### config.mk
export PLATFORM = sky130hd
export DESIGN_NAME = hsfc_config_bank
export DESIGN_NICKNAME = d
export VERILOG_FILES = /design/src/hsfc_pkg.sv /design/src/hsfc_strap_sync.sv /design/src/hsfc_config_bank.sv
export SDC_FILE = /design/constraint.sdc
export NUM_CORES = 2
export LEC_CHECK = 0
export BUFFER_PORTS_ARGS = -buffer_cell sky130_fd_sc_hd__buf_4
export CAP_MARGIN = 20
export CORE_UTILIZATION = 45
export CTS_CLUSTER_SIZE = 16
export DETAILED_ROUTE_END_ITERATION = 6
export PLACE_DENSITY = 0.64
export SLEW_MARGIN = 0
export SYNTH_ARGS = -nofsm -noshare
export SYNTH_HDL_FRONTEND = slang
export SYNTH_SLANG_ARGS = --single-unit
export TNS_END_PERCENT = 100
### constraint.sdc
create_clock -name mclk -period 10.2 [get_ports mclk]
set_clock_uncertainty 0.05 [all_clocks]
set_input_delay 2.04 -clock mclk [delete_from_list [all_inputs] [get_ports mclk]]
set_output_delay 2.04 -clock mclk [all_outputs]
set_load 0.05 [all_outputs]
### src/hsfc_pkg.sv
// Constants for the hub string and feature configuration bank.
// Assumes a byte-wide register port driven by the EEPROM loader and SMBus target.
// Contract
// - Serial bytes returned at string index 1
// - Serial bytes reset from fuse die ID
// - Serial bytes writable only with custom enable
// - Maker text returned, length bytes, index 3
// - Product text returned, length bytes, index 2
// - Spread disable bit turns off spread clocking
// - Spread disable loaded from strap at reset release
// - I2C mode loads spread and reserved bit 0
// - SMBus host may overwrite spread and reserved bits
// - Reserved bits 7:6 loaded or written likewise
// - Read-only reserved bits read zero
// - Text lengths seven bits, reset zero, max 64
package hsfc_pkg;
  // ==========================================================
  // Register map
  localparam logic [7:0] SERIAL_BASE = 8'h30;
  localparam logic [7:0] SERIAL_LAST = 8'h4F;
  localparam logic [7:0] MAKER_BASE = 8'h50;
  localparam logic [7:0] MAKER_LAST = 8'h8F;
  localparam logic [7:0] PRODUCT_BASE = 8'h90;
  localparam logic [7:0] PRODUCT_LAST = 8'hCF;
  localparam logic [7:0] FEATURE_ADDR = 8'hF0;
  localparam logic [7:0] RESERVED_CONFIG_F1_F1_ADDR = 8'hF1;
  // ==========================================================
  // Fields and sizes
  localparam int SERIAL_BYTES = 32;
  localparam int TEXT_BYTES = 64;
  localparam logic [7:0] FEATURE_MASK = 8'h01;
  localparam logic [7:0] RESERVED_CONFIG_F1_F1_MASK = 8'hC1;
  localparam logic [7:0] RESET_BYTE = 8'h00;
  localparam logic [6:0] TEXT_LEN_MAX = 7'h40;
  localparam logic [1:0] IDX_SERIAL = 2'h1;
  localparam logic [1:0] IDX_PRODUCT = 2'h2;
  localparam logic [1:0] IDX_MAKER = 2'h3;
  typedef enum logic [2:0] {
    HSFC_IDLE = 3'b001,
    HSFC_SEND = 3'b010,
    HSFC_LAST = 3'b100
  } hsfc_state_t;
endpackage

### src/hsfc_strap_sync.sv
// Two-stage synchroniser for a pin level.
// Assumes the pin is asynchronous to mclk.
`timescale 1ns/1ps
module hsfc_strap_sync (
  input wire logic mclk,
  input wire logic sys_rst,
  input wire logic clkEn,
  input wire logic pinIn,
  output logic pinSync
);
  logic stage1;
  logic next_stage1;
  logic next_pinSync;
  always_comb begin
    next_stage1 = clkEn ? pinIn : stage1;
    next_pinSync = clkEn ? stage1 : pinSync;
  end
  always_ff @(posedge mclk) begin
    if (sys_rst) begin
      // Keeps tracking in reset so the level is ready at release
      stage1 <= pinIn;
      pinSync <= stage1;
    end else begin
      stage1 <= next_stage1;
      pinSync <= next_pinSync;
    end
  end
endmodule

### src/hsfc_config_bank.sv
// Byte register bank holding hub strings and feature bits.
// Assumes one writer at a time: EEPROM loader in I2C mode, SMBus target otherwise.
`timescale 1ns/1ps
module hsfc_config_bank (
  input wire logic mclk,
  input wire logic sys_rst,
  input wire logic clkEn,
  input wire logic i2cMode,
  input wire logic customSerialEnable,
  input wire logic [255:0] fuseDieId,
  input wire logic ssSuspendStrap,
  input wire logic regWrite,
  input wire logic regRead,
  input wire logic [7:0] regAddr,
  input wire logic [7:0] regWdata,
  output logic [7:0] regRdata,
  input wire logic [6:0] makerTextLength,
  input wire logic [6:0] productTextLength,
  input wire logic descReq,
  input wire logic [1:0] descIndex,
  output logic descValid,
  output logic [7:0] descData,
  output logic descLast,
  output logic spreadSpectrumDisable,
  output logic [7:0] reservedConfigF1
);
  // ==========================================================
  // Storage
  logic [7:0] serialIdByteArray [hsfc_pkg::SERIAL_BYTES];
  logic [7:0] makerTextByteArray [hsfc_pkg::TEXT_BYTES];
  logic [7:0] productTextByteArray [hsfc_pkg::TEXT_BYTES];
  logic strapSync;
  logic rstSeen;
  logic [7:0] next_regRdata;
  logic next_ssd;
  logic [7:0] next_reserved_config_f1;
  logic wrSerial;
  logic wrMaker;
  logic wrProduct;
  logic [7:0] offSerial;
  logic [7:0] offMaker;
  logic [7:0] offProduct;

  // Strap passes the synchroniser before use
  hsfc_strap_sync u_strap (
    .mclk(mclk),
    .sys_rst(sys_rst),
    .clkEn(clkEn),
    .pinIn(ssSuspendStrap),
    .pinSync(strapSync)
  );

  always_comb begin
    offSerial = regAddr - hsfc_pkg::SERIAL_BASE;
    offMaker = regAddr - hsfc_pkg::MAKER_BASE;
    offProduct = regAddr - hsfc_pkg::PRODUCT_BASE;
    wrSerial = regWrite && customSerialEnable && regAddr >= hsfc_pkg::SERIAL_BASE
      && regAddr <= hsfc_pkg::SERIAL_LAST;
    wrMaker = regWrite && regAddr >= hsfc_pkg::MAKER_BASE && regAddr <= hsfc_pkg::MAKER_LAST;
    wrProduct = regWrite && regAddr >= hsfc_pkg::PRODUCT_BASE
      && regAddr <= hsfc_pkg::PRODUCT_LAST;
  end

  // ==========================================================
  // Byte arrays, one generate per entry
  genvar gi;
  generate
    for (gi = 0; gi < hsfc_pkg::TEXT_BYTES; gi++) begin : gText
      logic [7:0] nextMaker;
      logic [7:0] nextProduct;
      always_comb begin
        nextMaker = makerTextByteArray[gi];
        nextProduct = productTextByteArray[gi];
        if (clkEn && wrMaker && offMaker[5:0] == 6'(gi)) nextMaker = regWdata;
        if (clkEn && wrProduct && offProduct[5:0] == 6'(gi)) nextProduct = regWdata;
      end
      always_ff @(posedge mclk) begin
        if (sys_rst) begin
          makerTextByteArray[gi] <= hsfc_pkg::RESET_BYTE;
          productTextByteArray[gi] <= hsfc_pkg::RESET_BYTE;
        end else begin
          makerTextByteArray[gi] <= nextMaker;
          productTextByteArray[gi] <= nextProduct;
        end
      end
    end
    for (gi = 0; gi < hsfc_pkg::SERIAL_BYTES; gi++) begin : gSerial
      logic [7:0] nextSerial;
      logic loaded;
      always_comb begin
        nextSerial = serialIdByteArray[gi];
        // Fuse value taken after reset release; a reset flop may not load a port
        if (clkEn && !loaded) nextSerial = fuseDieId[gi*8 +: 8];
        else if (clkEn && wrSerial && offSerial[4:0] == 5'(gi)) nextSerial = regWdata;
      end
      always_ff @(posedge mclk) begin
        if (sys_rst) begin
          serialIdByteArray[gi] <= hsfc_pkg::RESET_BYTE;
          loaded <= 1'b0;
        end else begin
          serialIdByteArray[gi] <= nextSerial;
          loaded <= loaded | clkEn;
        end
      end
    end
  endgenerate

  // ==========================================================
  // Feature bits
  always_comb begin
    next_ssd = spreadSpectrumDisable;
    next_reserved_config_f1 = reservedConfigF1;
    if (clkEn) begin
      if (!rstSeen) next_ssd = strapSync;
      else if (regWrite && regAddr == hsfc_pkg::FEATURE_ADDR)
        next_ssd = regWdata[0];
      if (regWrite && regAddr == hsfc_pkg::RESERVED_CONFIG_F1_F1_ADDR)
        next_reserved_config_f1 = regWdata & hsfc_pkg::RESERVED_CONFIG_F1_F1_MASK;
    end
  end

  // ==========================================================
  // Register read
  always_comb begin
    next_regRdata = regRdata;
    if (clkEn && regRead) begin
      next_regRdata = hsfc_pkg::RESET_BYTE;
      if (regAddr >= hsfc_pkg::SERIAL_BASE && regAddr <= hsfc_pkg::SERIAL_LAST)
        next_regRdata = serialIdByteArray[offSerial[4:0]];
      else if (regAddr >= hsfc_pkg::MAKER_BASE && regAddr <= hsfc_pkg::MAKER_LAST)
        next_regRdata = makerTextByteArray[offMaker[5:0]];
      else if (regAddr >= hsfc_pkg::PRODUCT_BASE && regAddr <= hsfc_pkg::PRODUCT_LAST)
        next_regRdata = productTextByteArray[offProduct[5:0]];
      else if (regAddr == hsfc_pkg::FEATURE_ADDR)
        next_regRdata = {7'h00, spreadSpectrumDisable} & hsfc_pkg::FEATURE_MASK;
      else if (regAddr == hsfc_pkg::RESERVED_CONFIG_F1_F1_ADDR)
        next_regRdata = reservedConfigF1;
    end
  end

  always_ff @(posedge mclk) begin
    if (sys_rst) begin
      spreadSpectrumDisable <= 1'b0;
      reservedConfigF1 <= hsfc_pkg::RESET_BYTE;
      regRdata <= hsfc_pkg::RESET_BYTE;
      rstSeen <= 1'b0;
    end else begin
      spreadSpectrumDisable <= next_ssd;
      reservedConfigF1 <= next_reserved_config_f1;
      regRdata <= next_regRdata;
      rstSeen <= rstSeen | clkEn;
    end
  end

  // ==========================================================
  // Descriptor streaming
  hsfc_pkg::hsfc_state_t state;
  hsfc_pkg::hsfc_state_t next_state;
  logic [6:0] count;
  logic [6:0] next_count;
  logic [6:0] length;
  logic [6:0] next_length;
  logic [1:0] index;
  logic [1:0] next_index;
  logic next_descValid;
  logic [7:0] next_descData;
  logic next_descLast;
  logic [6:0] reqLen;
  logic [7:0] curByte;

  always_comb begin
    case (descIndex)
      hsfc_pkg::IDX_SERIAL: reqLen = 7'(hsfc_pkg::SERIAL_BYTES);
      hsfc_pkg::IDX_PRODUCT: reqLen = productTextLength;
      hsfc_pkg::IDX_MAKER: reqLen = makerTextLength;
      default: reqLen = 7'h00;
    endcase
    if (reqLen > hsfc_pkg::TEXT_LEN_MAX) reqLen = hsfc_pkg::TEXT_LEN_MAX;
    case (index)
      hsfc_pkg::IDX_SERIAL: curByte = serialIdByteArray[count[4:0]];
      hsfc_pkg::IDX_PRODUCT: curByte = productTextByteArray[count[5:0]];
      default: curByte = makerTextByteArray[count[5:0]];
    endcase
  end

  always_comb begin
    next_state = state;
    next_count = count;
    next_length = length;
    next_index = index;
    next_descValid = 1'b0;
    next_descData = descData;
    next_descLast = 1'b0;
    if (clkEn) begin
      case (state)
        hsfc_pkg::HSFC_IDLE: begin
          if (descReq && reqLen != 7'h00) begin
            next_state = hsfc_pkg::HSFC_SEND;
            next_count = 7'h00;
            next_length = reqLen;
            next_index = descIndex;
          end
        end
        hsfc_pkg::HSFC_SEND: begin
          next_descValid = 1'b1;
          next_descData = curByte;
          next_count = count + 7'h01;
          if (count + 7'h01 == length) begin
            next_descLast = 1'b1;
            next_state = hsfc_pkg::HSFC_LAST;
          end
        end
        hsfc_pkg::HSFC_LAST: next_state = hsfc_pkg::HSFC_IDLE;
        default: next_state = hsfc_pkg::HSFC_IDLE;
      endcase
    end else begin
      next_descValid = descValid;
      next_descLast = descLast;
    end
  end

  always_ff @(posedge mclk) begin
    if (sys_rst) begin
      state <= hsfc_pkg::HSFC_IDLE;
      count <= 7'h00;
      length <= 7'h00;
      index <= 2'h0;
      descValid <= 1'b0;
      descData <= hsfc_pkg::RESET_BYTE;
      descLast <= 1'b0;
    end else begin
      state <= next_state;
      count <= next_count;
      length <= next_length;
      index <= next_index;
      descValid <= next_descValid;
      descData <= next_descData;
      descLast <= next_descLast;
    end
  end

  // ==========================================================
  // Checks
  chk_serial_locked: assert property (@(posedge mclk) disable iff (sys_rst)
    clkEn && regWrite && !customSerialEnable && rstSeen && gSerial[0].loaded
    && regAddr == hsfc_pkg::SERIAL_BASE |=> $stable(serialIdByteArray[0]))
    else $error("serial byte changed while custom enable low");
  chk_feature_write: assert property (@(posedge mclk) disable iff (sys_rst)
    clkEn && rstSeen && regWrite && regAddr == hsfc_pkg::FEATURE_ADDR
    |=> spreadSpectrumDisable == $past(regWdata[0]))
    else $error("spread disable write lost");
  chk_reserved_config_f1_zero: assert property (@(posedge mclk) disable iff (sys_rst)
    (reservedConfigF1 & ~hsfc_pkg::RESERVED_CONFIG_F1_F1_MASK) == 8'h00)
    else $error("reserved read-only bits nonzero");
  chk_strap_load: assert property (@(posedge mclk) disable iff (sys_rst)
    clkEn && !rstSeen |=> spreadSpectrumDisable == $past(strapSync))
    else $error("strap not loaded at reset release");
  chk_maker_count: assert property (@(posedge mclk) disable iff (sys_rst)
    clkEn && state == hsfc_pkg::HSFC_IDLE && descReq && descIndex == hsfc_pkg::IDX_MAKER
    && makerTextLength == 7'h02 ##1 clkEn[*2] |-> descValid && !descLast
    ##1 descValid && descLast)
    else $error("maker string byte count wrong");
  chk_product_len: assert property (@(posedge mclk) disable iff (sys_rst)
    descLast && index == hsfc_pkg::IDX_PRODUCT |-> count == length)
    else $error("product string length wrong");
  chk_len_cap: assert property (@(posedge mclk) disable iff (sys_rst)
    length <= hsfc_pkg::TEXT_LEN_MAX)
    else $error("string length over limit");
  chk_serial_data: assert property (@(posedge mclk) disable iff (sys_rst)
    clkEn && state == hsfc_pkg::HSFC_SEND && index == hsfc_pkg::IDX_SERIAL && count == 7'h00
    |=> descData == $past(serialIdByteArray[0]))
    else $error("serial first byte wrong");
  cov_serial: cover property (@(posedge mclk) descLast && index == hsfc_pkg::IDX_SERIAL);
  cov_maker: cover property (@(posedge mclk) descLast && index == hsfc_pkg::IDX_MAKER);
  cov_product: cover property (@(posedge mclk) descLast && index == hsfc_pkg::IDX_PRODUCT);
  cov_reserved_config_f1: cover property (@(posedge mclk) reservedConfigF1 == hsfc_pkg::RESERVED_CONFIG_F1_F1_MASK);
endmodule

* Word level (Yosys, flattened, before mapping)
Memories as Yosys holds them, arrays and structs flattened. A register that Yosys moved wholly into a read port is not among the register bits. Cells that the tools add are included.
Cells by class: order comparisons 7, divide/modulo/power cells 0, bitwise operators 193, multiplexer cells 383, shift-type cells 0, add/subtract/negate cells 4, $mul 0, reductions and logical operators 413, equal/unequal tests 330
Operators with widths (number):
- 8-bit 2-to-1 mux | 357
- 6-bit equality test, second input constant | 64
- 2-bit AND reduction | 163
- 1-bit logical AND | 209
- 1-bit bitwise OR | 193
- 6-bit by 5-bit equality test with 1-bit output, second input constant | 32
- 1-bit inequality test, second input constant | 128
- 6-bit by 4-bit equality test with 1-bit output, second input constant | 16
- 5-bit equality test, second input constant | 16
- 2-bit inequality test, second input constant | 34
- 6-bit by 3-bit equality test with 1-bit output, second input constant | 8
- 5-bit by 4-bit equality test with 1-bit output, second input constant | 8
- 1-bit logical NOT | 32
- 6-bit by 2-bit equality test with 1-bit output, second input constant | 4
- 6-bit 2-to-1 mux | 4
- 7-bit one-hot mux with 3 select lines | 1
- 5-bit by 3-bit equality test with 1-bit output, second input constant | 4
- 8-bit equality test, second input constant | 2
- 8-bit <= comparator, second input constant | 2
- 8-bit one-hot mux with 2 select lines | 1
- 7-bit 2-to-1 mux | 2
- 7-bit one-hot mux with 2 select lines | 1
- 6-bit by 1-bit equality test with 1-bit output, second input constant | 2
- 6-bit logical NOT | 2
- 24 further kinds | 45
Word-level totals: logic and storage cells 1378, output and inout bits 27, latch bits 0, input port bits 297, memories kept 3, memory bits (writable) 1280, bits in registers 76, bits in read-only memories 0
Memory list:
- makerTextByteArray | depth 64, bits a word 8, read ports 2, clocked after Yosys merged registers in 1, wr ports 64, line hsfc_config_bank.sv:30 | logic [7:0] makerTextByteArray [hsfc_pkg::TEXT_BYTES];
- productTextByteArray | depth 64, bits a word 8, read ports 2, clocked after Yosys merged registers in 1, wr ports 64, line hsfc_config_bank.sv:31 | logic [7:0] productTextByteArray [hsfc_pkg::TEXT_BYTES];
- serialIdByteArray | depth 32, bits a word 8, read ports 2, clocked after Yosys merged registers in 1, wr ports 32, line hsfc_config_bank.sv:29 | logic [7:0] serialIdByteArray [hsfc_pkg::SERIAL_BYTES];

* Longest topological paths before layout
depth in word-level cells 10, depth in mapped cells 15, mapped depth without buffers 9

* Cells and area by module
From an unflattened synthesis, not the netlist that was laid out.
Unflattened totals: cells, all modules 5724, area, all modules 75617.5 um^2
By module, submodules not included:
- hsfc_config_bank | area an instance 75551.2 um^2, sequential area each 40038.4 um^2, instances 1, cells each 5721
- hsfc_strap_sync | area an instance 66.3 um^2, sequential area each 60.1 um^2, instances 1, cells each 3

* Worst setup path before layout
OpenSTA, ideal clock, no wires.
kind input to register, from input port regAddr[4], to memory serialIdByteArray[20][0], data pin, data required time 10.010 ns, path slack 5.145 ns, data arrival time 4.865 ns, stages 15, path buffers 6, path through clkbuf_1 clkinv_1 clkbuf_1 ha_1 buf_2 nand3_4 o211a_4 or3_1 buf_6 nor3_4 buf_6 a21oi_2 or2_0 buf_6 a21oi_2
RTL lines:
- from (decl) | line hsfc_config_bank.sv:14 | input wire logic [7:0] regAddr,
- to (decl) | line hsfc_config_bank.sv:29

==> results.yml <==
pwr:
  p_leak_uw: 0.03097
  power_frac_seq_pct: 49.0
  switchingPower_uw: 3519
  power_frac_comb_pct: 11.5
  swShare_pct: 26.09
  ir_drop_mv: 0.1704
  finalPower_uw: 13490
  p_clk_share_pct: 39.5
  internal-power_uw: 9968
  p_per_area_nw_per_um2: 159.6
run_status:
  violations: "design-rule violations"
  status: "complete, but fails checks"
critical_path:
  cp_num_buf_inv: 2
  cpMaxStageDelayCell: "nor2_1"
  criticalPathCategory: "input port to flop"
  crit_path_start_kind: "input port"
  arrival_ps: 6300
  cpMostUsedCell: "buf_4"
  path_delay_family: "simple AND/OR/NAND/NOR gates"
  cp_slowest_stage_delay_ps: 780
  end_kind: "flop"
  path_cells: "buf_4, buf_4, ha_1, a31oi_1, o22a_1, nor3_2, nand2_1, nor2_1, and2_1"
  critPathMaxFanout: 30
  required_ps: 10820
place:
  place_hpwl_mm: 180.2
  io_buffers: 317
  placed_cells: 7835
  place_area_um2: 79790
  gp_congestion: 0.9750
routing:
  drt_first_iter_violations: 7843
  vias: 54330
  wl_per_cell_um: 33.55
  via_per_inst: 6.691
  drcViolationCount: 13
  drt-total-wl_mm: 272.4
  drtPass1Iterations: 7
  drtAntennaViolNets: 0
min_path:
  hold_path_class: "flop to flop"
yosys:
  yosys_warnings: 0
  synth_edf_count: 1282
  synth_commonest_cells: "1,282 x edfxtp_1, 672 x nand2_1, 654 x mux4_2"
  synthSimpleGateAreaFrac_pct: 15.55
  synth_seq_cells: 1362
  synth_most_common_cell: "edfxtp_1"
  async_flop_share_pct: 0
  synth_top_family_by_area: "multiplexers"
  synthesis.area_um2: 76850
  synth-compound-area-share_pct: 6.496
  netlist.area_leader.share_pct: 50.10
  synth_top_area_cell: "edfxtp_1"
  synthMuxAreaShare_pct: 21.29
  synth-main-ff-cell: "edfxtp_1"
  synth_xor_area_share_pct: 0.1026
  synthAdderAreaFrac_pct: 0.1465
  yosysSeqAreaShare_pct: 52.18
  syn_inst: 5864
  syn_avg_cell_area_um2: 13.10
  synthDistinctLibCells: 79
  ys_top_cells_by_area: "edfxtp_1 50%, mux4_2 19%, and2_1 4.4%, and3_1 4.1%, nand2_1 3.3%"
grt:
  grt_pass1_wl_mm: 383.9
  grt_antenna_before_repair: 13
  grt-ovfl-total: 0
  grt_max_degree: 129
  track_usage_pct: 31.11
  first_global_vias: 52070
layout:
  layout-drive-gt1-share_pct: 24.70
  stdcell_count: 8120
  area_growth_pct: 9.950
  fin_nets: 6078
  stdcell_area_um2: 84490
  multi_input_area_um2: 33660
  seqCellArea_um2: 40110
  fillCellCount: 14330
timing:
  finalHoldViolCount: 0
  finalCritPeriodShare_pct: 55.70
  rsz0062_at_grt: "no"
  max_freq_ghz: 0.1760
  drv_slew: 0
  finalSetupTns_ps: 0
  period_needed_ps: 5681
  worstMarginPinSlew_ps: 1257
  slew_headroom_pct: 15.93
  setup-violations-final: 0
die:
  dieArea_um2: 172400
  dieWidth_um: 415.2
  dieHeight_um: 415.2
  initial_core_util_pct: 45.34
  io_pins: 324
  rows: 151
  coreArea_um2: 169500
clocking:
  cts_buffers: 150
  cts_setup_buffers: 0
  clock_sinks: 1362
  cts_root_buffer: "clkbuf_16"
  insertion_delay_ps: 820
  holdBufCountCts: 0
  clkTransAtPathRegs_ps: 60
  tritoncts: "done"
  htreeDepth: 4
  cts_buffer_depth: 3
  cts_resized: 0
flow_run:
  maxCapViolCount: 0
metrics by stage:
step / hold WS, ps / utilization (%) / setup slack [ps]
2_1_floorplan: 350.3 / - / 5145
3_3_place_gp: 360.8 / 47.08 / 3889
3_5_place_dp: 355.4 / 47.08 / 3852
4_1_cts: 366.0 / 49.83 / 4700
5_1_grt: 371.8 / 49.85 / 4467
6_report: 363.7 / 49.86 / 4519
layout make-up:
type	instances	share of cell area, %
repair buffers	412	3.822
clock buffers	193	4.808
diodes	7	0.02073
flip-flops and latches	1362	47.48
well taps	2218	3.285
multi-input cells	3836	39.84
inverters	10	0.04443
clock inverters	82	0.7049
layer usage:
| metal | track usage (%) | wire length [µm] | vias to the layer above |
|---|---|---|---|
| li1 | - | - | 22160 |
| met5 | 0.1389 | 112 | - |
| met3 | 7.015 | 32210 | 698 |
| met2 | 47.46 | 123700 | 3873 |
| met1 | 40.95 | 98470 | 27590 |
| met4 | 17.97 | 17940 | 14 |
worst paths after layout:
check / start / to / slack, ps / cells after the start
worst max-delay path: regAddr[4] / makerTextByteArray[25][6]$_SDFFCE_PN0P_ / 4520 / 9
worst min-delay path: u_strap.stage1$_DFFE_PP_ / u_strap.pinSync$_DFFE_PP_ / 360 / 0
worst max register to register: flop / descData[2]$_SDFFE_PP0P_ / 5380 / 8
worst min register to register: u_strap.stage1$_DFFE_PP_ / u_strap.pinSync$_DFFE_PP_ / 360 / 0
cells in the final DEF (no fill, tap or decap), types with 18 or more instances in the layout:
cell	instances
a21o_1	124
dfxtp_1	75
nor2_2	21
nand2b_1	83
clkbuf_16	156
nand3_1	56
and2_1	540
a21oi_1	254
and3_1	509
o21ai_0	30
clkinv_1	33
nor2_1	183
clkinv_2	30
o22ai_1	42
clkbuf_1	35
a21oi_2	90
mux2i_1	151
a211oi_1	32
buf_4	394
nand2_1	672
mux4_2	654
nand4_1	20
or2_2	18
nor3_1	19
edfxtp_1	1282
a22oi_1	51
nor2b_1	52
power groups by stage:
stage | clock network [µW] | logic [µW] | registers, µW
global placement | 0 | 1500 | 6690
finish | 5330 | 1550 | 6600
CTS | 5340 | 1520 | 6600
global route | 5520 | 1590 | 6630
floorplan | 0 | 931 | 6630
detailed placement | 0 | 1510 | 6710
sequential cells by signal, indices dropped and copies added, names as in the netlist, named ones only:
register / cells
descData: 8
regRdata: 8
productTextByteArray: 512
reservedConfigF1: 3
u_strap.pinSync: 1
gSerial.loaded: 32
spreadSpectrumDisable: 1
descValid: 1
rstSeen: 1
count: 7
index: 2
descLast: 1
serialIdByteArray: 256
makerTextByteArray: 512
state: 3
length: 7
u_strap.stage1: 1
logic make-up after synthesis:
family | count (synthesis)
buffers and inverters | 670
and+or+nand+nor | 2260
adders and majority gates | 9
DFF | 1362
xor gates and xnor gates | 9
muxes | 813
AOI/OAI and AO/OA | 740
other | 1
(Power assumes the default switching activity.)
